### src/wwdt_pkg.sv
// Constants shared by the windowed watchdog files
package wwdt_pkg;

  // Register byte offsets
  localparam logic [3:0]  WWDT_CONTROL_OFS   = 4'h0;
  localparam logic [3:0]  WWDT_MODE_OFS      = 4'h4;
  localparam logic [3:0]  WWDT_STATUS_OFS    = 4'h8;

  // Control register fields
  localparam int          WWDT_CR_RESTART    = 0;
  localparam int          WWDT_CR_KEY_LSB    = 24;
  localparam logic [7:0]  WWDT_KEY_VALUE     = 8'hA5;

  // Mode register fields
  localparam int          WWDT_MR_LOAD_LSB   = 0;
  localparam int          WWDT_MR_FIEN       = 12;
  localparam int          WWDT_MR_RSTEN      = 13;
  localparam int          WWDT_MR_RPROC      = 14;
  localparam int          WWDT_MR_OFF        = 15;
  localparam int          WWDT_MR_DELTA_LSB  = 16;
  localparam int          WWDT_MR_DBGHLT     = 28;
  localparam int          WWDT_MR_IDLEHLT    = 29;
  localparam logic [31:0] WWDT_MR_WR_MASK    = 32'h3FFF_FFFF;
  localparam logic [31:0] WWDT_MR_RESET      = 32'h3FFF_2FFF;

  // Status register fields
  localparam int          WWDT_SR_UNF        = 0;
  localparam int          WWDT_SR_ERR        = 1;

  // Counter and prescaler
  localparam int          WWDT_CNT_W         = 12;
  localparam int          WWDT_PRESCALE_DIV  = 128;

endpackage : wwdt_pkg

### src/wwdt_prescaler.sv
// Slow clock prescaler producing one counter tick per DIV slow ticks
`timescale 1ns/10ps
`default_nettype none

module wwdt_prescaler
  import wwdt_pkg::*;
#(
  parameter int DIV = WWDT_PRESCALE_DIV
) (
  // Clock and reset
  input  wire logic clk_i,
  input  wire logic rst_i,
  // Control
  input  wire logic slow_en_i,
  input  wire logic run_i,
  input  wire logic clear_i,
  // Tick out
  output logic      tick_o
);

  localparam int W = $clog2(DIV);

  logic [W-1:0] cnt_q;
  logic [W-1:0] cnt_d;
  logic         tick_d;
  logic         wrap;

  // Refused at elaboration, a divider below two has no wrap point
  if (DIV < 2) begin : g_div_check
    $error("wwdt_prescaler: DIV must be at least 2");
  end

  assign wrap   = (cnt_q == W'(DIV - 1));
  assign tick_d = !clear_i && run_i && slow_en_i && wrap;

  always_comb begin
    cnt_d = cnt_q;
    if (clear_i) begin
      cnt_d = '0;
    end else if (run_i && slow_en_i) begin
      cnt_d = wrap ? '0 : cnt_q + W'(1);
    end
  end

  always_ff @(posedge clk_i) begin
    if (rst_i) begin
      cnt_q  <= '0;
      tick_o <= 1'b0;
    end else begin
      cnt_q  <= cnt_d;
      tick_o <= tick_d;
    end
  end

endmodule : wwdt_prescaler

`default_nettype wire

### src/wwdt_top.sv
// Windowed watchdog timer with a classic Wishbone register slave
// Behaviour
// [RULE1] Watchdog is a 12-bit down counter loaded from the mode load field.
// [RULE2] Counter decrements once per 128 slow clock ticks.
// [RULE3] After reset the load field is 0xFFF and fault reset is enabled.
// [RULE4] Processor reset returns every watchdog state to initial values.
// [RULE5] Only the first mode write is taken; reset alone clears the lock.
// [RULE6] An accepted mode write reloads and restarts the counter.
// [RULE7] Keyed restart reloads the counter and restarts the prescaler.
// [RULE8] Control writes without the correct key change nothing.
// [RULE9] Software writes key 0xA5 with every control write.
// [RULE10] Underflow sets sticky flag; fault line only with fault reset enabled.
// [RULE11] Restart honoured only while counter lies in zero to delta.
// [RULE12] Restart above delta sets error flag and fault, even when off.
// [RULE13] Delta at or above load value allows restart anywhere without error.
// [RULE14] Interrupt from either flag only while fault interrupt enabled.
// [RULE15] Fault line with reset enable drives a reset that clears everything.
// [RULE16] Status read or reset clears flags, interrupt and fault line.
// [RULE17] Fault may request a general reset or a processor-only reset.
// [RULE18] Select bit zero requests all resets, one only processor reset.
// [RULE19] Counter halts in debug or idle state when the halt bit is set.
// [RULE20] Off bit in mode register stops the watchdog.
// [RULE21] Tick at zero signals underflow; counter then holds at zero.
`timescale 1ns/10ps
`default_nettype none

module wwdt_top
  import wwdt_pkg::*;
(
  // Clock and reset
  input  wire logic        clk_i,
  input  wire logic        rst_i,
  // Wishbone classic slave
  input  wire logic        cyc_i,
  input  wire logic        stb_i,
  input  wire logic        we_i,
  input  wire logic [3:0]  adr_i,
  input  wire logic [3:0]  sel_i,
  input  wire logic [31:0] dat_i,
  output logic      [31:0] dat_o,
  output logic             ack_o,
  // Slow clock pin and processor state
  input  wire logic        slow_clk_i,
  input  wire logic        debug_state_i,
  input  wire logic        idle_mode_i,
  // Fault signalling
  output logic             fault_o,
  output logic             irq_o,
  output logic             all_reset_req_o,
  output logic             proc_reset_req_o
);

  // Slow clock pin synchroniser and edge detect
  logic slow_meta_q;
  logic slow_sync_q;
  logic slow_prev_q;
  logic slow_en;

  always_ff @(posedge clk_i) begin
    if (rst_i) begin
      slow_meta_q <= 1'b0;
      slow_sync_q <= 1'b0;
      slow_prev_q <= 1'b0;
    end else begin
      slow_meta_q <= slow_clk_i;
      slow_sync_q <= slow_meta_q;
      slow_prev_q <= slow_sync_q;
    end
  end

  assign slow_en = slow_sync_q && !slow_prev_q;

  // Bus decode; a write or read takes effect on the edge where ack is seen high
  logic        bus_req;
  logic        bus_fire;
  logic        hit_control;
  logic        hit_mode;
  logic        hit_status;
  logic [31:0] byte_mask;

  assign bus_req  = cyc_i && stb_i;
  assign bus_fire = bus_req && ack_o;

  assign hit_control = (adr_i == WWDT_CONTROL_OFS);
  assign hit_mode    = (adr_i == WWDT_MODE_OFS);
  assign hit_status  = (adr_i == WWDT_STATUS_OFS);

  assign byte_mask = {{8{sel_i[3]}}, {8{sel_i[2]}}, {8{sel_i[1]}}, {8{sel_i[0]}}};

  // Mode register and its write-once lock
  logic [31:0] mode_q;
  logic [31:0] mode_d;
  logic        mode_lock_q;
  logic        mode_wr;

  assign mode_wr = bus_fire && we_i && hit_mode && !mode_lock_q;       // [RULE5]
  assign mode_d  = ((mode_q & ~byte_mask) | (dat_i & byte_mask)) & WWDT_MR_WR_MASK;

  always_ff @(posedge clk_i) begin
    if (rst_i) begin
      mode_q      <= WWDT_MR_RESET;                                    // [RULE3] [RULE4]
      mode_lock_q <= 1'b0;                                             // [RULE5]
    end else if (mode_wr) begin
      mode_q      <= mode_d;
      mode_lock_q <= 1'b1;                                             // [RULE5]
    end
  end

  // Mode fields
  logic [WWDT_CNT_W-1:0] counter_load_value;
  logic [WWDT_CNT_W-1:0] restart_window_delta;
  logic                  fault_interrupt_enable;
  logic                  fault_reset_enable;
  logic                  processor_only_reset_select;
  logic                  watchdog_off_bit;
  logic                  debug_halt_bit;
  logic                  idle_halt_bit;

  assign counter_load_value          = mode_q[WWDT_MR_LOAD_LSB +: WWDT_CNT_W];
  assign restart_window_delta        = mode_q[WWDT_MR_DELTA_LSB +: WWDT_CNT_W];
  assign fault_interrupt_enable      = mode_q[WWDT_MR_FIEN];
  assign fault_reset_enable          = mode_q[WWDT_MR_RSTEN];
  assign processor_only_reset_select = mode_q[WWDT_MR_RPROC];
  assign watchdog_off_bit            = mode_q[WWDT_MR_OFF];
  assign debug_halt_bit              = mode_q[WWDT_MR_DBGHLT];
  assign idle_halt_bit               = mode_q[WWDT_MR_IDLEHLT];

  // Keyed control write
  logic                  key_ok;
  logic                  restart_req;
  logic                  in_window;
  logic                  restart_ok;
  logic                  window_error;
  logic [WWDT_CNT_W-1:0] cnt_q;

  // Key byte must be written as a whole, so lane 3 must be enabled
  assign key_ok      = sel_i[3] && (dat_i[WWDT_CR_KEY_LSB +: 8] == WWDT_KEY_VALUE);  // [RULE8] [RULE9]
  assign restart_req = bus_fire && we_i && hit_control && key_ok
                       && sel_i[0] && dat_i[WWDT_CR_RESTART];                         // [RULE8]
  // Delta at or above the load value makes the window cover every count
  assign in_window    = (cnt_q <= restart_window_delta);                // [RULE11] [RULE13]
  assign restart_ok   = restart_req && in_window;                       // [RULE11]
  assign window_error = restart_req && !in_window;                      // [RULE12]

  // Counter run conditions and prescaler
  logic run;
  logic reload;
  logic cnt_tick;

  assign run = !watchdog_off_bit                                        // [RULE20]
               && !(debug_halt_bit && debug_state_i)                    // [RULE19]
               && !(idle_halt_bit && idle_mode_i);                      // [RULE19]

  assign reload = mode_wr || restart_ok;                                // [RULE6] [RULE7]

  wwdt_prescaler #(
    .DIV       (WWDT_PRESCALE_DIV)
  ) u_prescaler (
    .clk_i     (clk_i),
    .rst_i     (rst_i),
    .slow_en_i (slow_en),
    .run_i     (run),
    .clear_i   (reload),                                                // [RULE7]
    .tick_o    (cnt_tick)                                               // [RULE2]
  );

  // Down counter
  logic [WWDT_CNT_W-1:0] cnt_d;
  logic                  underflow;
  logic                  cnt_zero;

  assign cnt_zero  = (cnt_q == '0);
  // Tick is gated by run again, since run may fall after the tick was issued
  assign underflow = cnt_tick && run && cnt_zero && !reload;            // [RULE21]

  always_comb begin
    cnt_d = cnt_q;
    if (mode_wr) begin
      cnt_d = mode_d[WWDT_MR_LOAD_LSB +: WWDT_CNT_W];                   // [RULE6]
    end else if (restart_ok) begin
      cnt_d = counter_load_value;                                       // [RULE7]
    end else if (cnt_tick && run && !cnt_zero) begin
      cnt_d = cnt_q - WWDT_CNT_W'(1);                                   // [RULE1] [RULE21]
    end
  end

  always_ff @(posedge clk_i) begin
    if (rst_i) begin
      cnt_q <= WWDT_MR_RESET[WWDT_MR_LOAD_LSB +: WWDT_CNT_W];           // [RULE3] [RULE4]
    end else begin
      cnt_q <= cnt_d;
    end
  end

  // Sticky flags; a new event in the clearing cycle survives the clear
  logic status_rd;
  logic underflow_flag_q;
  logic window_error_flag_q;
  logic fault_q;
  logic fault_set;

  assign status_rd = bus_fire && !we_i && hit_status;                   // [RULE16]
  assign fault_set = (underflow && fault_reset_enable) || window_error; // [RULE10] [RULE12]

  always_ff @(posedge clk_i) begin
    if (rst_i) begin
      underflow_flag_q    <= 1'b0;                                      // [RULE15] [RULE16]
      window_error_flag_q <= 1'b0;
      fault_q             <= 1'b0;
    end else begin
      // Flag bits clear only where the read returned them, so a flag raised mid-read is kept; fault_q clears on any status read
      underflow_flag_q    <= underflow || (underflow_flag_q && !(status_rd && dat_o[WWDT_SR_UNF]));      // [RULE10] [RULE16]
      window_error_flag_q <= window_error || (window_error_flag_q && !(status_rd && dat_o[WWDT_SR_ERR])); // [RULE12] [RULE16]
      fault_q             <= fault_set || (fault_q && !status_rd);                // [RULE16]
    end
  end

  // Registered outputs
  logic irq_d;
  logic all_reset_d;
  logic proc_reset_d;

  assign irq_d        = fault_interrupt_enable && (underflow_flag_q || window_error_flag_q);  // [RULE14]
  assign all_reset_d  = fault_q && fault_reset_enable && !processor_only_reset_select;      // [RULE17] [RULE18]
  assign proc_reset_d = fault_q && fault_reset_enable && processor_only_reset_select;       // [RULE15] [RULE18]

  always_ff @(posedge clk_i) begin
    if (rst_i) begin
      fault_o          <= 1'b0;
      irq_o            <= 1'b0;
      all_reset_req_o  <= 1'b0;
      proc_reset_req_o <= 1'b0;
    end else begin
      fault_o          <= fault_q && !status_rd;                        // [RULE16]
      irq_o            <= irq_d && !status_rd;                          // [RULE16]
      all_reset_req_o  <= all_reset_d && !status_rd;
      proc_reset_req_o <= proc_reset_d && !status_rd;
    end
  end

  // Read data and acknowledge
  logic [31:0] rd_data;

  assign rd_data = hit_mode   ? mode_q :
                   hit_status ? {30'h0, window_error_flag_q, underflow_flag_q} :
                   32'h0;

  // Ack lasts one cycle, so every access takes exactly two clock edges
  always_ff @(posedge clk_i) begin
    if (rst_i) begin
      ack_o <= 1'b0;
      dat_o <= 32'h0;
    end else begin
      ack_o <= bus_req && !ack_o;
      dat_o <= (bus_req && !ack_o && !we_i) ? rd_data : 32'h0;
    end
  end

endmodule : wwdt_top

`default_nettype wire

### config.mk
export PLATFORM = sky130hd
export DESIGN_NAME = wwdt_top
export DESIGN_NICKNAME = d
export VERILOG_FILES = /design/src/wwdt_pkg.sv /design/src/wwdt_prescaler.sv /design/src/wwdt_top.sv
export SDC_FILE = /design/constraint.sdc
export NUM_CORES = 1
export LEC_CHECK = 0
export ABC_AREA = 1
export BUFFER_PORTS_ARGS = -buffer_cell sky130_fd_sc_hd__buf_4
export CORE_ASPECT_RATIO = 0.7
export CORE_UTILIZATION = 40
export DETAILED_ROUTE_END_ITERATION = 6
export HOLD_SLACK_MARGIN = 0.1
export PLACE_DENSITY = 0.6
export REMOVE_ABC_BUFFERS = 1
export SLEW_MARGIN = 15
export SYNTH_ARGS = -nofsm -noshare
export SYNTH_HDL_FRONTEND = slang
export SYNTH_SLANG_ARGS = --single-unit
### constraint.sdc
create_clock -name clk_i -period 3.43 [get_ports clk_i]
set_clock_uncertainty 0.05 [all_clocks]
set_input_delay 0.5145 -clock clk_i [delete_from_list [all_inputs] [get_ports clk_i]]
set_output_delay 0.5145 -clock clk_i [all_outputs]
set_load 0.05 [all_outputs]
== Word-level counts from Yosys, hierarchy flattened ==
Cells that the tools add are included.
W data, S select, Z words.
Cells by class
  add/subtract/negate cells: 2
  order comparisons: 1
  equality and inequality tests: 4
  mux-type cells: 6
  bitwise logic cells: 5
  reduce and logical (&&, ||, !) cells: 68
Operators by type and width (number)
  $and A30 B30 Y30: 2
  $logic_and A1 B1 Y1: 42
  $mux W12: 3
  $mux W30: 1
  $not A30 Y30: 1
  $or A30 B30 Y30: 1
  $logic_not A1 Y1: 14
  $le A12 B12 Y1: 1
  $logic_not A12 Y1: 1
  $sub A12 B1 Y12 const B: 1
  $eq A8 B8 Y1 const B: 1
  $add A7 B1 Y7 const B: 1
  $eq A7 B7 Y1 const B: 1
  $mux W7: 1
  $logic_or A1 B1 Y1: 6
  $eq A4 B3 Y1 const B: 1
  $eq A4 B4 Y1 const B: 1
  $logic_not A4 Y1: 1
  $reduce_or A2 Y1: 2
  $reduce_bool A3 Y1: 1
  $reduce_or A3 Y1: 1
  $mux W2: 1
  $not A1 Y1: 1
Word-level totals
  register bits after elaboration: 94
  output and inout bits: 37
  logic and storage cells: 104

== Depth between registers and ports, before layout ==
  depth in word-level cells: 14
  gate-level depth with buffers: 17
  depth with buffers taken out: 17

== Cells and area by module ==
From an unflattened synthesis, not the netlist that was laid out.
Unflattened totals
  cells, all modules: 607
  area, all modules: 4426.7 um2
By module, submodules not included
  wwdt_top: times used 1, cells an instance 552, area an instance 3995.1 um2, seq. area each 1681.6 um2
  wwdt_prescaler: times used 1, cells an instance 55, area an instance 431.7 um2, seq. area each 160.2 um2

== Worst setup path before layout ==
No wires, ideal clock.
  path kind: reg2reg
  from: reg ack_o
  to: reg cnt_q[5]
  library setup time: 0.134 ns
  arrival: 1.704 ns
  required time: 3.246 ns
  slack: 1.543 ns
  stages on the path, launching flop included: 10
  path buffers: 0
  cells stage by stage: dfxtp_1 > nand3_1 > nor2_2 > nand3_1 > nor2_2 > nand2_1 > nand3_1 > nand2_1 > nand2_1 > nand3_1
Between the ends
  cells in the longest elaborated chain, start to end: 9
RTL lines
  start, declared: line wwdt_top.sv:41  | output logic ack_o,
  start signal, assigned: line wwdt_top.sv:254  | ack_o <= bus_req && !ack_o;
  $logic_and A1 B1 Y1 (*): line wwdt_top.sv:82  | assign bus_fire = bus_req && ack_o;
  $logic_and A1 B1 Y1 (*): line wwdt_top.sv:96, wwdt_top.sv:138
  $logic_and A1 B1 Y1 (2 in a row): line wwdt_top.sv:138  | assign restart_req = bus_fire && we_i && hit_control && key_ok
  $logic_and A1 B1 Y1 (2 in a row): line wwdt_top.sv:139  | && sel_i[0] && dat_i[WWDT_CR_RESTART];
  $logic_and A1 B1 Y1: line wwdt_top.sv:142  | assign restart_ok = restart_req && in_window;
  $mux W12: line wwdt_top.sv:180  | end else if (restart_ok) begin
  $mux W12: line wwdt_top.sv:178  | if (mode_wr) begin
  end signal, assigned: line wwdt_top.sv:189  | cnt_q <= WWDT_MR_RESET[WWDT_MR_LOAD_LSB +: WWDT_CNT_W];
  end signal, assigned: line wwdt_top.sv:191  | cnt_q <= cnt_d;
  end, declared: line wwdt_top.sv:134  | logic [WWDT_CNT_W-1:0] cnt_q;
Every way passes the cells marked *; elsewhere a longest branch is shown, timed or not.
A chain may end at the register's enable or synchronous reset.

==> reports/results.tsv <==
stage	metric	value	unit
global_routing	grt_usage	0.1998	
worst_setup_path	r2r-end	cnt_q[7]	
global_routing	antenna_found_initial	0	
run	maxCapViolCount	0	
power_and_ir_drop	vdd_drop_max	0.2843	mV
die	die_w	124.6	µm
power_and_ir_drop	finalPower	2347	µW
sta	tightest_slew	0.7835	ns
logic_synthesis	ys.flop_type	dfxtp_1	
sta	setup_tns	0	ns
power_and_ir_drop	leakagePower	0.002931	µW
worst_setup_path	start_kind	flop	
logic_synthesis	ys_warn_count	0	
route	viasPerCell	4.845	
hold_path	min_path_type	in2reg	
sta	slew_viol_final	0	
place	place.gp.congestion	0.8481	
worst_setup_path	required	3.62	ns
die	rows	30	
worst_setup_path	cp_max_fo	12	
sta	setup_viol	0	
global_routing	grt_max_degree	27	
place	io_buffer_count	82	
finish	mostFrequentLayoutCell	nand2_1	
logic_synthesis	syn_inst	590	
clock_network	post_cts_resized	0	
finish	nets	729	
die	coreArea	0.009947	mm²
worst_setup_path	rr_worst_depth	13	
clock_network	htree_num_levels	3	
route	totalWireLength	10530	µm
sta	hold_violations	0	
worst_setup_path	cp.arrival	2.39	ns
clock_network	numClockSinks	92	
logic_synthesis	yosys_register_bits	92	
route	wl_per_cell	13.17	µm
sta	relSlewSlack	0.4762	
sta	hold_slack	0.3288	ns
logic_synthesis	avgSynthCellArea	7.134	µm²
logic_synthesis	synth-async-reset-ratio	0	
clock_network	cts_setup_buffers	0	
global_routing	grt_pass1_wl	17200	µm
worst_setup_path	reg2reg_setup_slack	1.22	ns
finish	drive_above_1_share	0.1830	
logic_synthesis	synth-edff-count	0	
sta	rsz0062_at_grt	false	
sta	fmax	452.9	MHz
route	vias	3876	
sta	period_minus_slack	2.208	ns
route	route.antenna.remaining_nets	0	
finish	final_cell_mix	nand2_1 (160), dfxtp_1 (92), buf_4 (86)	
global_routing	grt_pass1_vias	3507	
clock_network	cts_buffers	9	
route	drt_iter0_markers	285	
finish	num_antenna_cells	0	
route	drc_errors	0	
finish	syn_to_final_growth	25.30	%
die	ios	85	
place	detailed_place_hpwl	7942	µm
die	die_h	87.83	µm
clock_network	clkTransAtPathRegs	0.06	ns
logic_synthesis	synth_area	0.004209	mm²
route	drt_first_pass_iters	5	
logic_synthesis	ys_seq_area_frac	0.4376	
clock_network	clock_latency	0.34	ns
logic_synthesis	synth_cell_type_count	34	
die	initial_utilization	0.4231	
hold_path	hold_depth	3	
global_routing	overflow	0	
hold_path	worstHoldEndpoint	slow_meta_q	
hold_path	worstHoldStart	slow_clk_i	
clock_network	clock_path_buffers	2	
finish	fin_util	0.5302	
worst_setup_path	critical_path_class	reg2reg	
die	dieArea	0.01094	mm²
worst_setup_path	cp-end-kind	flop	
clock_network	root_buffer	clkbuf_16	
clock_network	cts.hold.buffers_added	0	
status	outcome	completed	
power_and_ir_drop	p_per_area	445.0	mW/mm²
clock_network	cts_tree	yes	
sta	fin_crit_sh	0.6438	
through the flow:
stage	setup WS [ns]	instance area, µm²	std cells
3_3_place_gp	1.055	4915	784
6_report	1.222	5274	800
5_1_grt	0.9886	5274	800
3_5_place_dp	0.9972	4915	784
2_1_floorplan	1.383	4109	570
4_1_cts	1.214	5274	800
Yosys cell counts, types with 6 or more instances:
cell,n,area (µm²)
a21oi_1,13,65.06
clkbuf_1,13,48.80
dfxtp_1,92,1842
ha_1,14,175.2
inv_1,85,319.1
nand2_1,160,600.6
nand3_1,65,325.3
nand4_1,11,68.82
nor2_1,55,206.5
nor3_1,8,40.04
o211ai_1,8,60.06
o21ai_0,14,70.07
xnor2_1,6,52.55
where the power goes:
part / internal (µW) / leakage (µW) / switching [µW]
Clock: 754 / 0.000172 / 414
Sequential: 1070 / 0.000743 / 1.67
Combinational: 47.6 / 0.00202 / 57.9
Total: 1870 / 0.00293 / 473
kinds of logic (layout without fill, tap and decap cells):
group,after synthesis,in the layout,share of synthesized area
AND/OR/NAND/NOR,322,322,0.3356
adder cells (fa/ha/maj),14,14,0.04162
flip-flops,92,92,0.4376
buffers and inverters,110,191,0.1040
XOR/XNOR,9,9,0.01873
other,1,2,0.0008909
AO/OA/AOI/OAI,42,42,0.06153
worst max-delay path by stage:
stage                     to  slack, ns  cells past startpoint
finish              cnt_q[7]       1.22                     13
detailed placement      flop        1.0                      9
CTS                 cnt_q[3]       1.21                     15
global placement        flop       1.05                      9
floorplan               flop       1.38                      7
global route        cnt_q[1]       0.99                     15
final cells by class:
class,count,area [µm²]
Fill cell,979,4673
Multi-Input combinational cell,389,1933
Sequential cell,92,1842
Timing Repair Buffer,86,645.6
Inverter,89,334.1
Clock buffer,11,252.7
Tap cell,128,160.2
Clock inverter,5,106.4
routing by layer:
layer	part of all wire	wire length, µm	track usage
met5	0	0	0
met3	0.058	609	0.04704
met2	0.42	4391	0.2978
met4	0.016	165	0.06572
met1	0.51	5368	0.2840
worst max-delay path, stage by stage (launching register included):
cell      delay (ns)
dfxtp_1         0.34
inv_1           0.07
ha_1            0.29
nand2_1         0.07
inv_2           0.05
nand2_1         0.06
nor2_1          0.14
nand2_1         0.08
nand3_2         0.09
nand2_4         0.09
a21boi_4        0.29
nand2_2         0.25
nand2_1         0.16
nand2_1         0.06
Note: power is estimated with default switching activity, not from simulation.
